File: config.mk
export PLATFORM = sky130hd
export DESIGN_NAME = sgpq_queue
export DESIGN_NICKNAME = d
export VERILOG_FILES = /design/src/shared/sgpq_pkg.sv /design/src/verilog/sgpq_queue.sv /design/src/verilog/sgpq_gain_calc.sv
export SDC_FILE = /design/constraint.sdc
export NUM_CORES = 1
export LEC_CHECK = 0
export ABC_AREA = 1
export BUFFER_PORTS_ARGS = -buffer_cell sky130_fd_sc_hd__buf_2
export CAP_MARGIN = 25
export CORE_MARGIN = 8
export CORE_UTILIZATION = 45
export DETAILED_ROUTE_END_ITERATION = 7
export PLACE_DENSITY = 0.69
export REMOVE_ABC_BUFFERS = 1
export SETUP_SLACK_MARGIN = 0.3
export SYNTH_ARGS = -nofsm -noshare
export SYNTH_HDL_FRONTEND = slang
export SYNTH_HIERARCHICAL = 1
export SYNTH_SLANG_ARGS = --single-unit
export TNS_END_PERCENT = 20
File: constraint.sdc
create_clock -name I_CLK_SYS -period 32.5 [get_ports I_CLK_SYS]
set_clock_uncertainty 0.2 [all_clocks]
set_input_delay 1.625 -clock I_CLK_SYS [delete_from_list [all_inputs] [get_ports I_CLK_SYS]]
set_output_delay 1.625 -clock I_CLK_SYS [all_outputs]
set_load 0.05 [all_outputs]
File: src/shared/sgpq_pkg.sv
// =====================================================================
// Shared constants for the servo gain parameter queue
package sgpq_pkg;

  // ===================================================================
  // Widths
  localparam int PCT_W = 7;
  localparam int IMAX_W = 15;
  localparam int ISUM_W = 28;
  localparam int PERR_W = 29;
  localparam int VAL_W = 32;
  localparam int KIND_W = 3;

  // ===================================================================
  // Command kinds carried in the ordered command stream
  localparam logic [2:0] KIND_IGAIN = 3'h0;
  localparam logic [2:0] KIND_IMAX = 3'h1;
  localparam logic [2:0] KIND_ISUM = 3'h2;
  localparam logic [2:0] KIND_PERR = 3'h3;
  localparam logic [2:0] KIND_PGAIN = 3'h4;
  localparam logic [2:0] KIND_MOTION = 3'h5;
  localparam logic [2:0] KIND_SAVE = 3'h6;

  // ===================================================================
  // Highest accepted values
  localparam logic [31:0] PCT_MAX = 32'h0000_0063;
  localparam logic [31:0] IMAX_MAX = 32'h0000_7fff;
  localparam logic [31:0] ISUM_MAX = 32'h0ccc_ccbb;
  localparam logic [31:0] PERR_MAX = 32'h140f_4240;

  // ===================================================================
  // Values after reset
  localparam logic [6:0] IGAIN_RST = 7'h32;
  localparam logic [14:0] IMAX_RST = 15'h2328;
  localparam logic [27:0] ISUM_RST = 28'h000_ffff;
  localparam logic [28:0] PERR_RST = 29'h0000_1388;
  localparam logic [6:0] PGAIN_RST = 7'h0f;
  localparam logic [14:0] IGAIN_EFF_RST = 15'h1194;

  // ===================================================================
  // Scale divisor of the percentage
  localparam logic [21:0] PCT_SCALE = 22'h00_0064;

  // Sequencer states
  typedef enum logic [0:0] {SGPQ_IDLE, SGPQ_MOTION} sgpq_state_e;

endpackage

File: src/verilog/sgpq_queue.sv
`timescale 1ns/1ps
// Summary of operation
// - Effective integral gain is percent times maximum divided by 100 on update.
// - Integral gain percent accepts 0..99, resets to 50.
// - Integral gain maximum accepts 0..32767, resets to 9000, scales the percent.
// - Integral accumulator is clamped to the sum limit; limit 0..214748347, reset 65535.
// - New sum limit reaches nonvolatile storage only on a save command.
// - Maximum following error in steps accepts 0..336544320, resets to 5000.
// - Position error command without value keeps threshold and replies its value.
// - Proportional gain percent accepts 0..99, resets to 15.
// - Updates apply in stream order, after earlier motion commands finish.
// - Integral gain command with a value in 0..99 replaces the stored percent.
module sgpq_queue (
  input wire logic I_CLK_SYS, // System clock, 10 MHz
  input wire logic I_RST_B, // Synchronous reset, active low
  input wire logic I_CMD_VALID, // Command offered
  output logic O_CMD_READY, // Command can be taken
  input wire logic [2:0] I_CMD_KIND, // Command kind
  input wire logic I_CMD_HAS_VALUE, // Value supplied with command
  input wire logic [31:0] I_CMD_VALUE, // Supplied value
  output logic O_MOTION_GO, // Pulse: start queued motion
  input wire logic I_MOTION_DONE, // Motion finished
  output logic O_REPLY_VALID, // Pulse: query answer
  output logic [2:0] O_REPLY_KIND, // Kind being answered
  output logic [31:0] O_REPLY_VALUE, // Value being answered
  output logic O_CMD_REJECT, // Pulse: value out of range
  input wire logic I_NV_VALID, // Stored limit is valid
  input wire logic [27:0] I_NV_SUM_LIMIT, // Stored limit
  output logic O_NV_WRITE, // Pulse: store limit
  output logic [27:0] O_NV_SUM_LIMIT, // Limit to store
  input wire logic I_ERR_VALID, // Position error sample strobe
  input wire logic signed [31:0] I_POS_ERR, // Position error sample
  output logic signed [31:0] O_INTEGRAL_SUM, // Clamped accumulator
  output logic O_FOLLOW_FAULT, // Last error over threshold
  output logic [6:0] O_INTEGRAL_GAIN_PERCENT, // Integral percent
  output logic [14:0] O_INTEGRAL_GAIN_MAXIMUM, // Integral maximum
  output logic [27:0] O_INTEGRAL_SUM_LIMIT, // Accumulator limit
  output logic [28:0] O_MAX_FOLLOWING_ERROR, // Following error limit
  output logic [6:0] O_PROPORTIONAL_GAIN_PERCENT, // Proportional percent
  output logic [14:0] O_INTEGRAL_GAIN // Effective integral gain
);

  // ===================================================================
  // Command decode
  sgpq_pkg::sgpq_state_e state;
  logic restore;
  logic take;
  logic is_param;
  logic in_range;
  logic wr_ok;
  logic [6:0] pct_src;
  logic [14:0] max_src;
  logic [31:0] held;

  // Ready only while idle, so nothing passes a running motion
  assign O_CMD_READY = (state == sgpq_pkg::SGPQ_IDLE) && !restore;
  assign take = I_CMD_VALID && O_CMD_READY;
  assign is_param = (I_CMD_KIND <= sgpq_pkg::KIND_PGAIN);
  assign wr_ok = take && is_param && I_CMD_HAS_VALUE && in_range;

  // Range check and current value per kind
  always_comb begin
    in_range = 1'b0;
    held = 32'h0;
    unique case (I_CMD_KIND)
      sgpq_pkg::KIND_IGAIN: begin
        in_range = I_CMD_VALUE <= sgpq_pkg::PCT_MAX;
        held = {25'h0, O_INTEGRAL_GAIN_PERCENT};
      end
      sgpq_pkg::KIND_IMAX: begin
        in_range = I_CMD_VALUE <= sgpq_pkg::IMAX_MAX;
        held = {17'h0, O_INTEGRAL_GAIN_MAXIMUM};
      end
      sgpq_pkg::KIND_ISUM: begin
        in_range = I_CMD_VALUE <= sgpq_pkg::ISUM_MAX;
        held = {4'h0, O_INTEGRAL_SUM_LIMIT};
      end
      sgpq_pkg::KIND_PERR: begin
        in_range = I_CMD_VALUE <= sgpq_pkg::PERR_MAX;
        held = {3'h0, O_MAX_FOLLOWING_ERROR};
      end
      sgpq_pkg::KIND_PGAIN: begin
        in_range = I_CMD_VALUE <= sgpq_pkg::PCT_MAX;
        held = {25'h0, O_PROPORTIONAL_GAIN_PERCENT};
      end
      default: begin
        in_range = 1'b0;
        held = 32'h0;
      end
    endcase
  end

  // ===================================================================
  // Sequencer: a motion holds back every later command
  // ordered motion hold
  always_ff @(posedge I_CLK_SYS) begin
    if (!I_RST_B) begin
      state <= sgpq_pkg::SGPQ_IDLE;
      O_MOTION_GO <= 1'b0;
    end else begin
      O_MOTION_GO <= take && (I_CMD_KIND == sgpq_pkg::KIND_MOTION);
      unique case (state)
        sgpq_pkg::SGPQ_IDLE: begin
          if (take && (I_CMD_KIND == sgpq_pkg::KIND_MOTION)) begin
            state <= sgpq_pkg::SGPQ_MOTION;
          end
        end
        sgpq_pkg::SGPQ_MOTION: begin
          if (I_MOTION_DONE && !O_MOTION_GO) begin
            state <= sgpq_pkg::SGPQ_IDLE;
          end
        end
      endcase
    end
  end

  // Restore cycle right after reset release
  always_ff @(posedge I_CLK_SYS) begin
    if (!I_RST_B) begin
      restore <= 1'b1;
    end else begin
      restore <= 1'b0;
    end
  end

  // ===================================================================
  // Parameter store
  // guarded percent writes
  always_ff @(posedge I_CLK_SYS) begin
    if (!I_RST_B) begin
      O_INTEGRAL_GAIN_PERCENT <= sgpq_pkg::IGAIN_RST;
      O_PROPORTIONAL_GAIN_PERCENT <= sgpq_pkg::PGAIN_RST;
    end else if (wr_ok) begin
      if (I_CMD_KIND == sgpq_pkg::KIND_IGAIN) begin
        O_INTEGRAL_GAIN_PERCENT <= I_CMD_VALUE[6:0];
      end
      if (I_CMD_KIND == sgpq_pkg::KIND_PGAIN) begin
        O_PROPORTIONAL_GAIN_PERCENT <= I_CMD_VALUE[6:0];
      end
    end
  end

  always_ff @(posedge I_CLK_SYS) begin
    if (!I_RST_B) begin
      O_INTEGRAL_GAIN_MAXIMUM <= sgpq_pkg::IMAX_RST;
      O_MAX_FOLLOWING_ERROR <= sgpq_pkg::PERR_RST;
    end else if (wr_ok) begin
      if (I_CMD_KIND == sgpq_pkg::KIND_IMAX) begin
        O_INTEGRAL_GAIN_MAXIMUM <= I_CMD_VALUE[14:0];
      end
      if (I_CMD_KIND == sgpq_pkg::KIND_PERR) begin
        O_MAX_FOLLOWING_ERROR <= I_CMD_VALUE[28:0];
      end
    end
  end

  // Working limit; stored copy reloads once after reset
  // working copy only
  always_ff @(posedge I_CLK_SYS) begin
    if (!I_RST_B) begin
      O_INTEGRAL_SUM_LIMIT <= sgpq_pkg::ISUM_RST;
    end else if (restore) begin
      if (I_NV_VALID && ({4'h0, I_NV_SUM_LIMIT} <= sgpq_pkg::ISUM_MAX)) begin
        O_INTEGRAL_SUM_LIMIT <= I_NV_SUM_LIMIT;
      end
    end else if (wr_ok && (I_CMD_KIND == sgpq_pkg::KIND_ISUM)) begin
      O_INTEGRAL_SUM_LIMIT <= I_CMD_VALUE[27:0];
    end
  end

  always_ff @(posedge I_CLK_SYS) begin
    if (!I_RST_B) begin
      O_NV_WRITE <= 1'b0;
    end else begin
      O_NV_WRITE <= take && (I_CMD_KIND == sgpq_pkg::KIND_SAVE);
    end
  end
  assign O_NV_SUM_LIMIT = O_INTEGRAL_SUM_LIMIT;

  // ===================================================================
  // Replies and rejects
  // query answer and range reject
  always_ff @(posedge I_CLK_SYS) begin
    if (!I_RST_B) begin
      O_REPLY_VALID <= 1'b0;
      O_REPLY_KIND <= 3'h0;
      O_REPLY_VALUE <= 32'h0;
      O_CMD_REJECT <= 1'b0;
    end else begin
      O_REPLY_VALID <= take && is_param && !I_CMD_HAS_VALUE;
      O_CMD_REJECT <= take && is_param && I_CMD_HAS_VALUE && !in_range;
      if (take && is_param && !I_CMD_HAS_VALUE) begin
        O_REPLY_KIND <= I_CMD_KIND;
        O_REPLY_VALUE <= held;
      end
    end
  end

  // ===================================================================
  // Effective integral gain, fed with the value about to be stored
  // recompute on accepted update
  assign pct_src = (I_CMD_KIND == sgpq_pkg::KIND_IGAIN) ? I_CMD_VALUE[6:0]
                                                         : O_INTEGRAL_GAIN_PERCENT;
  assign max_src = (I_CMD_KIND == sgpq_pkg::KIND_IMAX) ? I_CMD_VALUE[14:0]
                                                        : O_INTEGRAL_GAIN_MAXIMUM;

  sgpq_gain_calc #(
    .PW(sgpq_pkg::PCT_W),
    .MW(sgpq_pkg::IMAX_W)
  ) u_gain (
    .i_clk(I_CLK_SYS),
    .i_rst_b(I_RST_B),
    .i_load(wr_ok && (I_CMD_KIND <= sgpq_pkg::KIND_IMAX)),
    .i_percent(pct_src),
    .i_maximum(max_src),
    .o_gain(O_INTEGRAL_GAIN)
  );

  // ===================================================================
  // Integral accumulator and following error check
  logic signed [33:0] acc_sum;
  logic signed [33:0] lim;
  logic [31:0] err_abs;

  // Wide sum so a large error cannot wrap before clamping
  always_comb begin
    acc_sum = 34'(O_INTEGRAL_SUM) + 34'(I_POS_ERR);
    lim = $signed({6'h0, O_INTEGRAL_SUM_LIMIT});
    err_abs = I_POS_ERR[31] ? 32'(-I_POS_ERR) : I_POS_ERR;
  end

  // clamp to plus or minus limit
  always_ff @(posedge I_CLK_SYS) begin
    if (!I_RST_B) begin
      O_INTEGRAL_SUM <= 32'sh0;
      O_FOLLOW_FAULT <= 1'b0;
    end else if (I_ERR_VALID) begin
      if (acc_sum > lim) begin
        O_INTEGRAL_SUM <= lim[31:0];
      end else if (acc_sum < -lim) begin
        O_INTEGRAL_SUM <= 32'(-lim);
      end else begin
        O_INTEGRAL_SUM <= acc_sum[31:0];
      end
      O_FOLLOW_FAULT <= err_abs > {3'h0, O_MAX_FOLLOWING_ERROR};
    end
  end
endmodule // sgpq_queue

File: src/verilog/sgpq_gain_calc.sv
`timescale 1ns/1ps
// =====================================================================
// Effective gain: percent times maximum, divided by the scale
module sgpq_gain_calc #(
  parameter int PW = 7,
  parameter int MW = 15
) (
  input wire logic i_clk, // System clock
  input wire logic i_rst_b, // Synchronous reset, active low
  input wire logic i_load, // Recompute strobe
  input wire logic [PW-1:0] i_percent, // Percentage 0..99
  input wire logic [MW-1:0] i_maximum, // Scale maximum
  output logic [MW-1:0] o_gain // Registered effective gain
);

  logic [PW+MW-1:0] product;
  logic [PW+MW-1:0] quotient;

  // Constant divisor keeps this a fixed multiplier network
  always_comb begin
    product = i_percent * i_maximum;
    quotient = product / sgpq_pkg::PCT_SCALE;
  end

  // Result held until the next load
  always_ff @(posedge i_clk) begin
    if (!i_rst_b) begin
      o_gain <= sgpq_pkg::IGAIN_EFF_RST;
    end else if (i_load) begin
      o_gain <= quotient[MW-1:0];
    end
  end

endmodule // sgpq_gain_calc

## Word level (Yosys, flattened, before mapping)

Cells that the tools add are included.

| cells by class | value |
|---|---|
| divide/modulo/power cells | 1 |
| reductions and logical operators | 23 |
| multipliers | 1 |
| equality and inequality tests | 7 |
| multiplexer cells | 14 |
| $lt $le $gt $ge | 10 |
| add/sub/neg operators | 3 |
| bitwise gates (word level) | 1 |

Operators by type and width:

| cell | number |
|---|---|
| case mux 29 bit (5 select lines) | 1 |
| two-way mux 32 bit | 3 |
| two-way mux 28 bit | 3 |
| < comparator 33 x 34 -> 1 bit | 1 |
| negator 28 -> 34 bit | 1 |
| adder 32 x 32 -> 33 bit | 1 |
| greater-than comparator 33 x 29 -> 1 bit | 1 |
| greater-than comparator 32 x 29 -> 1 bit | 1 |
| <= comparator 32 x 15 -> 1 bit, second input constant | 1 |
| <= comparator 32 x 28 -> 1 bit, second input constant | 1 |
| <= comparator 32 x 29 -> 1 bit, second input constant | 1 |
| <= comparator 32 x 7 -> 1 bit, second input constant | 1 |
| negator 32 bit | 1 |
| <= comparator 28 bit, second input constant | 1 |
| divider 22 x 7 -> 22 bit, second input constant | 1 |
| multiplier 7 x 15 -> 22 bit | 1 |
| two-way mux 15 bit | 1 |
| logical AND 1 bit | 13 |
| == test 3 bit, second input constant | 3 |
| two-way mux 7 bit | 1 |
| == test 3 x 2 -> 1 bit, second input constant | 2 |
| AND reduction 2 bit | 3 |
| zero test 1 bit | 4 |
| case mux 1 bit (4 select lines) | 1 |
| 10 further kinds | 12 |

| word-level totals | value |
|---|---|
| register bits after elaboration | 175 |
| input port bits | 102 |

## Depth between registers and ports, before layout

Gate-level depths: netlist of the first run.

| logic depth | value |
|---|---|
| word-level depth | 9 |
| depth in mapped cells | 110 |

## By module

The synthesis of the first run kept the hierarchy.

Modules (own cells, without submodules):

| module | area each (um2) | instances | sequential area each (um2) | cells each |
|---|---|---|---|---|
| sgpq_queue | 12,917.4 | 1 | 3,143.0 | 1,947 |
| sgpq_gain_calc | 6,746.5 | 1 | 300.3 | 1,070 |

## Worst setup path after synthesis of the first run

OpenSTA, ideal clock, no wires.

| timing path | value |
|---|---|
| path kind | input port to flip-flop |
| from | in I_CMD_KIND[2] |
| to | reg u_gain.o_gain[0] |
| buffers on the path | 3 |
| stages | 89 |
| setup time | 109 ps |
| slack | 19,937 ps |
| arrival | 12,254 ps |
| path through | buf_2 -> nor2_1 -> nand2_1 -> clkbuf_1 -> o21ai_0 -> clkbuf_1 -> nand2_1 -> fa_1 -> fa_1 -> inv_1 -> fa_1 -> inv_1 -> fa_1 -> inv_1 -> ha_1 -> nand2_1 -> inv_1 -> nand2_1 -> (+53 left out) -> nor2_1 -> nand2_2 -> nand2_4 -> nand3_1 -> nand2_1 -> nand2_1 -> nand3_2 -> nand2_4 -> nand2_4 -> nand4_2 -> nand2_1 -> nand2_2 -> nand2_1 -> nand3_1 -> nand3_1 -> nand3_1 -> nand2_1 -> inv_1 |

| on the way | value |
|---|---|
| elaborated cells on any way between the ends | 17 |
| classes of those cells | 1 x mul; 1 x div; 2 x order compare; 4 x eq/ne; 3 x mux; 6 x reduce/logical |

RTL lines:

| what | RTL line | text |
|---|---|---|
| start, declared | sgpq_queue.sv:18 | `input wire logic [2:0] I_CMD_KIND,` |
| zero test 3 bit | sgpq_queue.sv:202 | `assign pct_src = (I_CMD_KIND == sgpq_pkg::KIND_IGAIN) ? I_CMD_VALUE[6:0]` |
| two-way mux 7 bit | -- |  |
| via pct_src[5] | sgpq_queue.sv:51 | `logic [6:0] pct_src;` |
| multiplier 7 x 15 -> 22 bit | sgpq_gain_calc.sv:21 | `product = i_percent * i_maximum;` |
| divider 22 x 7 -> 22 bit | sgpq_gain_calc.sv:22 | `quotient = product / sgpq_pkg::PCT_SCALE;` |
| end signal, assigned | sgpq_gain_calc.sv:28 | `o_gain <= sgpq_pkg::IGAIN_EFF_RST;` |
| end signal, assigned | sgpq_gain_calc.sv:30 | `o_gain <= quotient[MW-1:0];` |
| end, declared | sgpq_gain_calc.sv:13 | `output logic [MW-1:0] o_gain` |

The timed path passes the listed nets, and every way through them passes these cells.
A chain may end at the register's enable or synchronous reset.

## Worst setup path after layout of the first run

| timing path | value |
|---|---|
| from | in I_CMD_KIND[2] |
| to | reg u_gain.o_gain[0] |

| on the way | value |
|---|---|
| elaborated cells on any way between the ends | 17 |
| classes of those cells | 1 x mul; 1 x div; 2 x order compare; 4 x eq/ne; 3 x mux; 6 x reduce/logical |

RTL lines:

| what | RTL line | text |
|---|---|---|
| == test 3 x 1 -> 1 bit | sgpq_queue.sv:204 | `assign max_src = (I_CMD_KIND == sgpq_pkg::KIND_IMAX) ? I_CMD_VALUE[14:0]` |
| two-way mux 15 bit | -- |  |
| via max_src[1] | sgpq_queue.sv:52 | `logic [14:0] max_src;` |
| multiplier 7 x 15 -> 22 bit | sgpq_gain_calc.sv:21 |  |
| divider 22 x 7 -> 22 bit | sgpq_gain_calc.sv:22 |  |

The timed path passes the listed nets, and every way through them passes these cells.

==> results.ini, run 1 <==
[timing]
finalHoldViolations = 0
setup_viol = 0
slew_headroom_pct = 29.8
max_freq_mhz = 75.7
fin_crit_sh_pct = 40.7
fin_setup_tns_ns = 0
layout_min_cycle_time_ns = 13.22
grt_setup_unrepaired = false
slew_viol_final = 0
worst_slew_pin_slew_ns = 1.05

[global_route]
gr-total-overflow = 0
grt_pass1_vias = 19400
grt_usage_pct = 26.8
grt_pass1_wl_microns = 107000
antenna_found_initial = 10
grt_start_max_net_pins = 78

[detailed_routing]
wl_microns = 69100
dr.pass1.iters = 5
ant_nets = 0
drt-initial-drc-count = 1558
vias = 20500
viasPerCell = 5.33
wire_per_inst_microns = 17.9
drcViolationCount = 0

[critical_path]
critical_path_class = input port to register
crit_slowest_cell = o21ai_0
worstReg2RegEnd = u_gain/o_gain[0]
worst_path_most_repeated_cell = nand2_1
timing.rr.start = O_INTEGRAL_GAIN_MAXIMUM[1]
crit_fanout = 41
arrival_ns = 13.41
rr_worst_depth = 87
cp.required_ns = 32.69
r2r_slack_ns = 20.62
startpoint_type = input port
cp_slowest_stage_delay_ns = 0.74
setup.worst_path.end_class = register

[layout]
layout.nets = 3575
drive_gt1_share_pct = 17.8
syn2layout_area_growth_pct = 12.6
multi_input_area_sq_um = 13800
seq_area_sq_um = 3440
fillers = 4505

[synth]
synth_area_leaders = dfxtp_1 (18%), nand2_1 (13%), ha_1 (10%)
synth_edf_count = 0
post-synth-top-area-cell = dfxtp_1
synth.distinct_cells = 67
synth_commonest_cells = nand2_1 (661), inv_1 (435), nor2_1 (242)
ys_warn_count = 6
ys.flop_type = dfxtp_1
ys_seq_elements = 172
ys_seq_area_share_pct = 17.5
synth.top_cell.area_share_pct = 17.5
synth.most_common_cell = nand2_1
syn_avg_cell_area_sq_um = 6.52
netlist_instances = 3017
syn_area_sq_um = 19700
async_flop_share_pct = 0

[floorplan]
start_util_pct = 45.6
pin_count = 304
die_h_microns = 225
chipWidth_microns = 225
rows = 76
core-area_sq_um = 43100
dieArea_sq_um = 50600

[clock_network]
cts_tree = done
cts_setup_buffers = 0
clk_path_buf_depth = 2
clk_pin_slew_ns = 0.07
clock_sinks = 172
cts_buffers = 17
clkLatencyLatePin_ns = 0.49
cts_root_buf = clkbuf_16
hold_buffers = 0
cts.repair.resized = 0
htree_num_levels = 4

[worst_hold_path]
holdPathEnd = u_gain/o_gain[4]
hold_path_depth = 2
hold_class = register to register
worstHoldStart = u_gain/o_gain[4]

[placed_design]
io_buffers = 300
hpwlAfterDp_microns = 56200
gp_congestion = 0.957

[status]
status = finished clean

[flow_run]
cap_violations = 0

## sequential cells by signal, indices dropped and copies added (netlist names)
register / cells
O_CMD_REJECT: 1
O_FOLLOW_FAULT: 1
O_INTEGRAL_GAIN_MAXIMUM: 15
O_INTEGRAL_GAIN_PERCENT: 7
O_INTEGRAL_SUM: 32
O_INTEGRAL_SUM_LIMIT: 28
O_MAX_FOLLOWING_ERROR: 29
O_MOTION_GO: 1
O_NV_WRITE: 1
O_PROPORTIONAL_GAIN_PERCENT: 7
O_REPLY_KIND: 3
O_REPLY_VALID: 1
O_REPLY_VALUE: 29
restore: 1
state: 1
u_gain/o_gain: 15
## worst max-delay path, delay by kind of cell
family	cells	cell delay (ns)
AO/OA/AOI/OAI	3	1.28
buffers and inverters	9	0.83
AND/OR/NAND/NOR	74	7.20
adder cells (fa/ha/maj)	5	2.49
## metal layers
layer / global-route usage (%) / part of all wire (%) / vias to the layer above
met5: 0 / 0.019 / -
met4: 11.9 / 3.8 / 2
met3: 4.24 / 6.7 / 114
met2: 45.6 / 48 / 709
met1: 33.0 / 42 / 9444
li1: - / - / 10300
## area by class of cell
type                       count  area share (%)
antenna                        9           0.102
sequential                   172            15.6
multi-input combinational   2259            62.5
clock buffer                  21            2.03
timing repair buffer         328            7.81
inverter                     467            7.93
clock inverter                11           0.718
tap                          585            3.31
## cells by family (layout without fill, tap and decap cells)
| logic type | after synthesis | in the layout | share of synthesized area, % |
|---|---|---|---|
| and+or+nand+nor | 1320 | 1320 | 31.5 |
| AOI/OAI and AO/OA | 606 | 606 | 17.1 |
| buffers and inverters | 588 | 827 | 12.2 |
| adders and majority gates | 228 | 228 | 17.0 |
| DFF | 172 | 172 | 17.5 |
| xor gates and xnor gates | 92 | 92 | 4.10 |
| muxes | 10 | 10 | 0.573 |
| other | 1 | 12 | 0.0191 |
## cell usage in the layout (no fill, tap or decap), types with 17 or more instances in the layout
cell and count:
buf_2 301, clkbuf_16 17, fa_1 65, nor2_1 239
o21ai_0 239, a21oi_1 210, inv_2 27, o211ai_1 38
nor3_1 30, nand3_1 146, nand2_1 660, nand2_2 82
nand4_1 42, inv_1 435, xor2_1 64, o21ai_1 28
ha_1 163, dfxtp_1 171, buf_4 26, xnor2_1 28
a22oi_1 22, nand2_4 34, nor4_1 17
## through the flow
step | util (%) | setup slack, ns | cells | cell area [sq um] | hold WS (ns)
6_report | 51.4 | 19.28 | 3852 | 22100 | 0.275
5_1_grt | 51.4 | 17.99 | 3851 | 22100 | 0.288
4_1_cts | 51.3 | 19.34 | 3841 | 22100 | 0.277
3_5_place_dp | 49.9 | 18.84 | 3809 | 21500 | 0.254
3_3_place_gp | 49.8 | 18.97 | 3808 | 21500 | 0.254
2_1_floorplan | - | 19.16 | 2898 | 19000 | 0.254
## how the worst max path moves through the flow
| stage | to | from | slack, ns | cells past startpoint |
|---|---|---|---|---|
| after detailed placement | u_gain/o_gain[0] | I_CMD_KIND[2] | 18.84 | 86 |
| after floorplan | u_gain/o_gain[0] | I_CMD_KIND[2] | 19.16 | 86 |
| final | u_gain/o_gain[0] | I_CMD_KIND[2] | 19.28 | 91 |
| after global placement | u_gain/o_gain[0] | I_CMD_KIND[2] | 18.97 | 85 |
| after CTS | u_gain/o_gain[0] | I_CMD_KIND[2] | 19.34 | 86 |
| after global routing | u_gain/o_gain[0] | I_CMD_KIND[2] | 17.99 | 93 |
Power of run 1 is left out: the tool's default activity adds up to more than one toggle a clock period on the data nets, which glitch-free logic cannot reach.
==> inputs of run 2 (changes only) <==
- PLACE_DENSITY: 0.69 -> 0.71
- clock period: 32.5 -> 11.8 ns (I/O delays scaled with it)
==> run 2 against run 1 <==
Sequential share of layout area fell by 1.6 points. Flip-flop and latch count did not move. Die area did not move. Critical path depth rose by 5. Worst hold slack got worse by 0.063 ns. Non-clock buffer count rose by 137. Register-to-register slack got worse by 20 ns. First-iteration DRC count rose by 9.8%. Cell area rose by 11%. Via count rose by 4.9%. Clock-buffer cell count fell by 4.
==> results.ini, run 2 (synthesized netlist as in run 1, its figures left out) <==
[global_route]
grt_start_max_net_pins = 71  ; was 78
antenna_found_initial = 7  ; was 10
grt_pass1_wl_microns = 107000  ; about the same
gr-total-overflow = 0  ; unchanged
grt_usage_pct = 26.7  ; was 26.8%
grt_pass1_vias = 19900  ; was 19400

[timing]
worst_slew_pin_slew_ns = 1.06  ; was 1.05 ns
slew_viol_final = 0  ; unchanged
hold_slack_ns = 0.212  ; was 0.275 ns
finalHoldViolations = 0  ; unchanged
timing.final.ws_setup_ns = 0.388  ; was 19.28 ns
setup_viol = 0  ; unchanged
slew_headroom_pct = 29.2  ; was 29.8%
fin_crit_sh_pct = 96.7
max_freq_mhz = 87.6
grt_setup_unrepaired = true  ; was false
layout_min_cycle_time_ns = 11.41

[placed_design]
io_buffers = 300  ; unchanged
hpwlAfterDp_microns = 56600  ; was 56200 microns
place_ws_ns = -0.264  ; was 18.84 ns
gp_congestion = 0.961  ; was 0.957

[clock_network]
cts_tree = done  ; unchanged
clk_pin_slew_ns = 0.08  ; was 0.07 ns
clkLatencyLatePin_ns = 0.49  ; about the same
cts_root_buf = clkbuf_16  ; unchanged
cts_buffers = 17  ; unchanged
htree_num_levels = 4  ; unchanged
clk_path_buf_depth = 2  ; unchanged
clock_sinks = 172  ; unchanged
hold_buffers = 0  ; unchanged

[layout]
top_register = O_INTEGRAL_SUM  ; unchanged
top_regs = O_INTEGRAL_SUM: 32 flops, O_MAX_FOLLOWING_ERROR: 29 flops, O_REPLY_VALUE: 29 flops  ; unchanged
final_cell_mix = nand2_1 (575), inv_1 (400), buf_2 (298)  ; was nand2_1 (660), inv_1 (435), buf_2 (301)
layout.nets = 3712  ; was 3575
fin_util_pct = 57.2  ; was 51.4%
seq_area_sq_um = 3440  ; unchanged
fillers = 4103  ; was 4505
syn2layout_area_growth_pct = 25.2  ; was 12.6%
final_common_cell = nand2_1  ; unchanged
multi_input_area_sq_um = 15100  ; was 13800 sq um
drive_gt1_share_pct = 27.2  ; was 17.8%
largest_register_ffs = 32  ; unchanged

[critical_path]
critical_path_class = input port to register  ; unchanged
worstReg2RegEnd = u_gain/o_gain[0]  ; unchanged
cp.required_ns = 11.99  ; was 32.69 ns
crit_fanout = 16  ; was 41
crit_slowest_cell = fa_1  ; was o21ai_0
timing.rr.start = O_INTEGRAL_GAIN_PERCENT[3]  ; was O_INTEGRAL_GAIN_MAXIMUM[1]
arrival_ns = 11.61  ; was 13.41 ns
setup.worst_path.end_class = register  ; unchanged
startpoint_type = input port  ; unchanged
crit_path_start = I_CMD_VALUE[3]  ; was I_CMD_KIND[2]
cp_slowest_stage_delay_ns = 0.55  ; was 0.74 ns
worst_path_most_repeated_cell = nand2_4  ; was nand2_1
r2r_slack_ns = 0.58  ; was 20.62 ns
rr_worst_depth = 95  ; was 87

[detailed_routing]
drt-initial-drc-count = 1710  ; was 1558
viasPerCell = 5.40  ; was 5.33
drcViolationCount = 0  ; unchanged
vias = 21500  ; was 20500
wire_per_inst_microns = 18.3  ; was 17.9 microns
wl_microns = 73000  ; was 69100 microns
ant_nets = 0  ; unchanged
dr.pass1.iters = 5  ; unchanged

[floorplan]
core-area_sq_um = 43100  ; unchanged
pin_count = 304  ; unchanged
rows = 76  ; unchanged
dieArea_sq_um = 50600  ; unchanged
die_h_microns = 225  ; unchanged
chipWidth_microns = 225  ; unchanged
start_util_pct = 45.6  ; unchanged

[status]
status = finished clean  ; unchanged

[worst_hold_path]
holdPathEnd = O_NV_WRITE  ; was u_gain/o_gain[4]
hold_class = input port to register  ; was register to register
hold_path_depth = 3  ; was 2
worstHoldStart = I_CMD_VALID  ; was u_gain/o_gain[4]

[flow_run]
cap_violations = 0  ; unchanged

-- run 2: critical path: cells and delay by family --
kind | cells | cell delay [ns]
fa+ha+maj | 5 | 2.37
buf+inv | 11 | 1.02
compound gates | 1 | 0.25
simple gates | 79 | 7.29
-- run 2: how the worst max path moves through the flow --
stage | slack, ns | to | depth (start not counted)
after floorplan | -0.50 | u_gain/o_gain[0] | 86
after global placement | 0.02 | u_gain/o_gain[0] | 87
after detailed placement | -0.26 | u_gain/o_gain[0] | 88
after CTS | 0.31 | u_gain/o_gain[0] | 86
after global routing | -0.26 | u_gain/o_gain[0] | 93
final | 0.39 | u_gain/o_gain[0] | 96
-- run 2: through the flow --
| stage | instances | setup TNS [ns] | cell area [sq um] |
|---|---|---|---|
| 3_5_place_dp | 3874 | -0.345 | 22000 |
| 2_1_floorplan | 2898 | -0.836 | 19000 |
| 3_3_place_gp | 3874 | 0 | 22000 |
| 5_1_grt | 3985 | -0.403 | 24600 |
| 6_report | 3985 | 0 | 24600 |
| 4_1_cts | 3908 | 0 | 22600 |
-- run 2: timing repair --
action / in CTS / in global routing
setup buffers: 2 / 68
pin swaps: 3 / 193
endpoints found under the setup margin: 1 / 4
resized for setup: 8 / 358
cloned: 0 / 3
-- run 2: layout make-up --
type,count,area share [%]
clock buffer,17,1.73
timing repair buffer,465,11.8
sequential,172,14.0
tap,585,2.97
inverter,467,7.20
multi-input combinational,2259,61.5
antenna,5,0.0508
clock inverter,15,0.752
-- run 2: per-layer routing --
metal	part of all wire, %	global-route usage, %
met1	40	32.7
met2	48	45.8
met3	7.0	4.18
met4	4.5	12.3
met5	0.034	0
Power of run 2 is left out for the same reason.
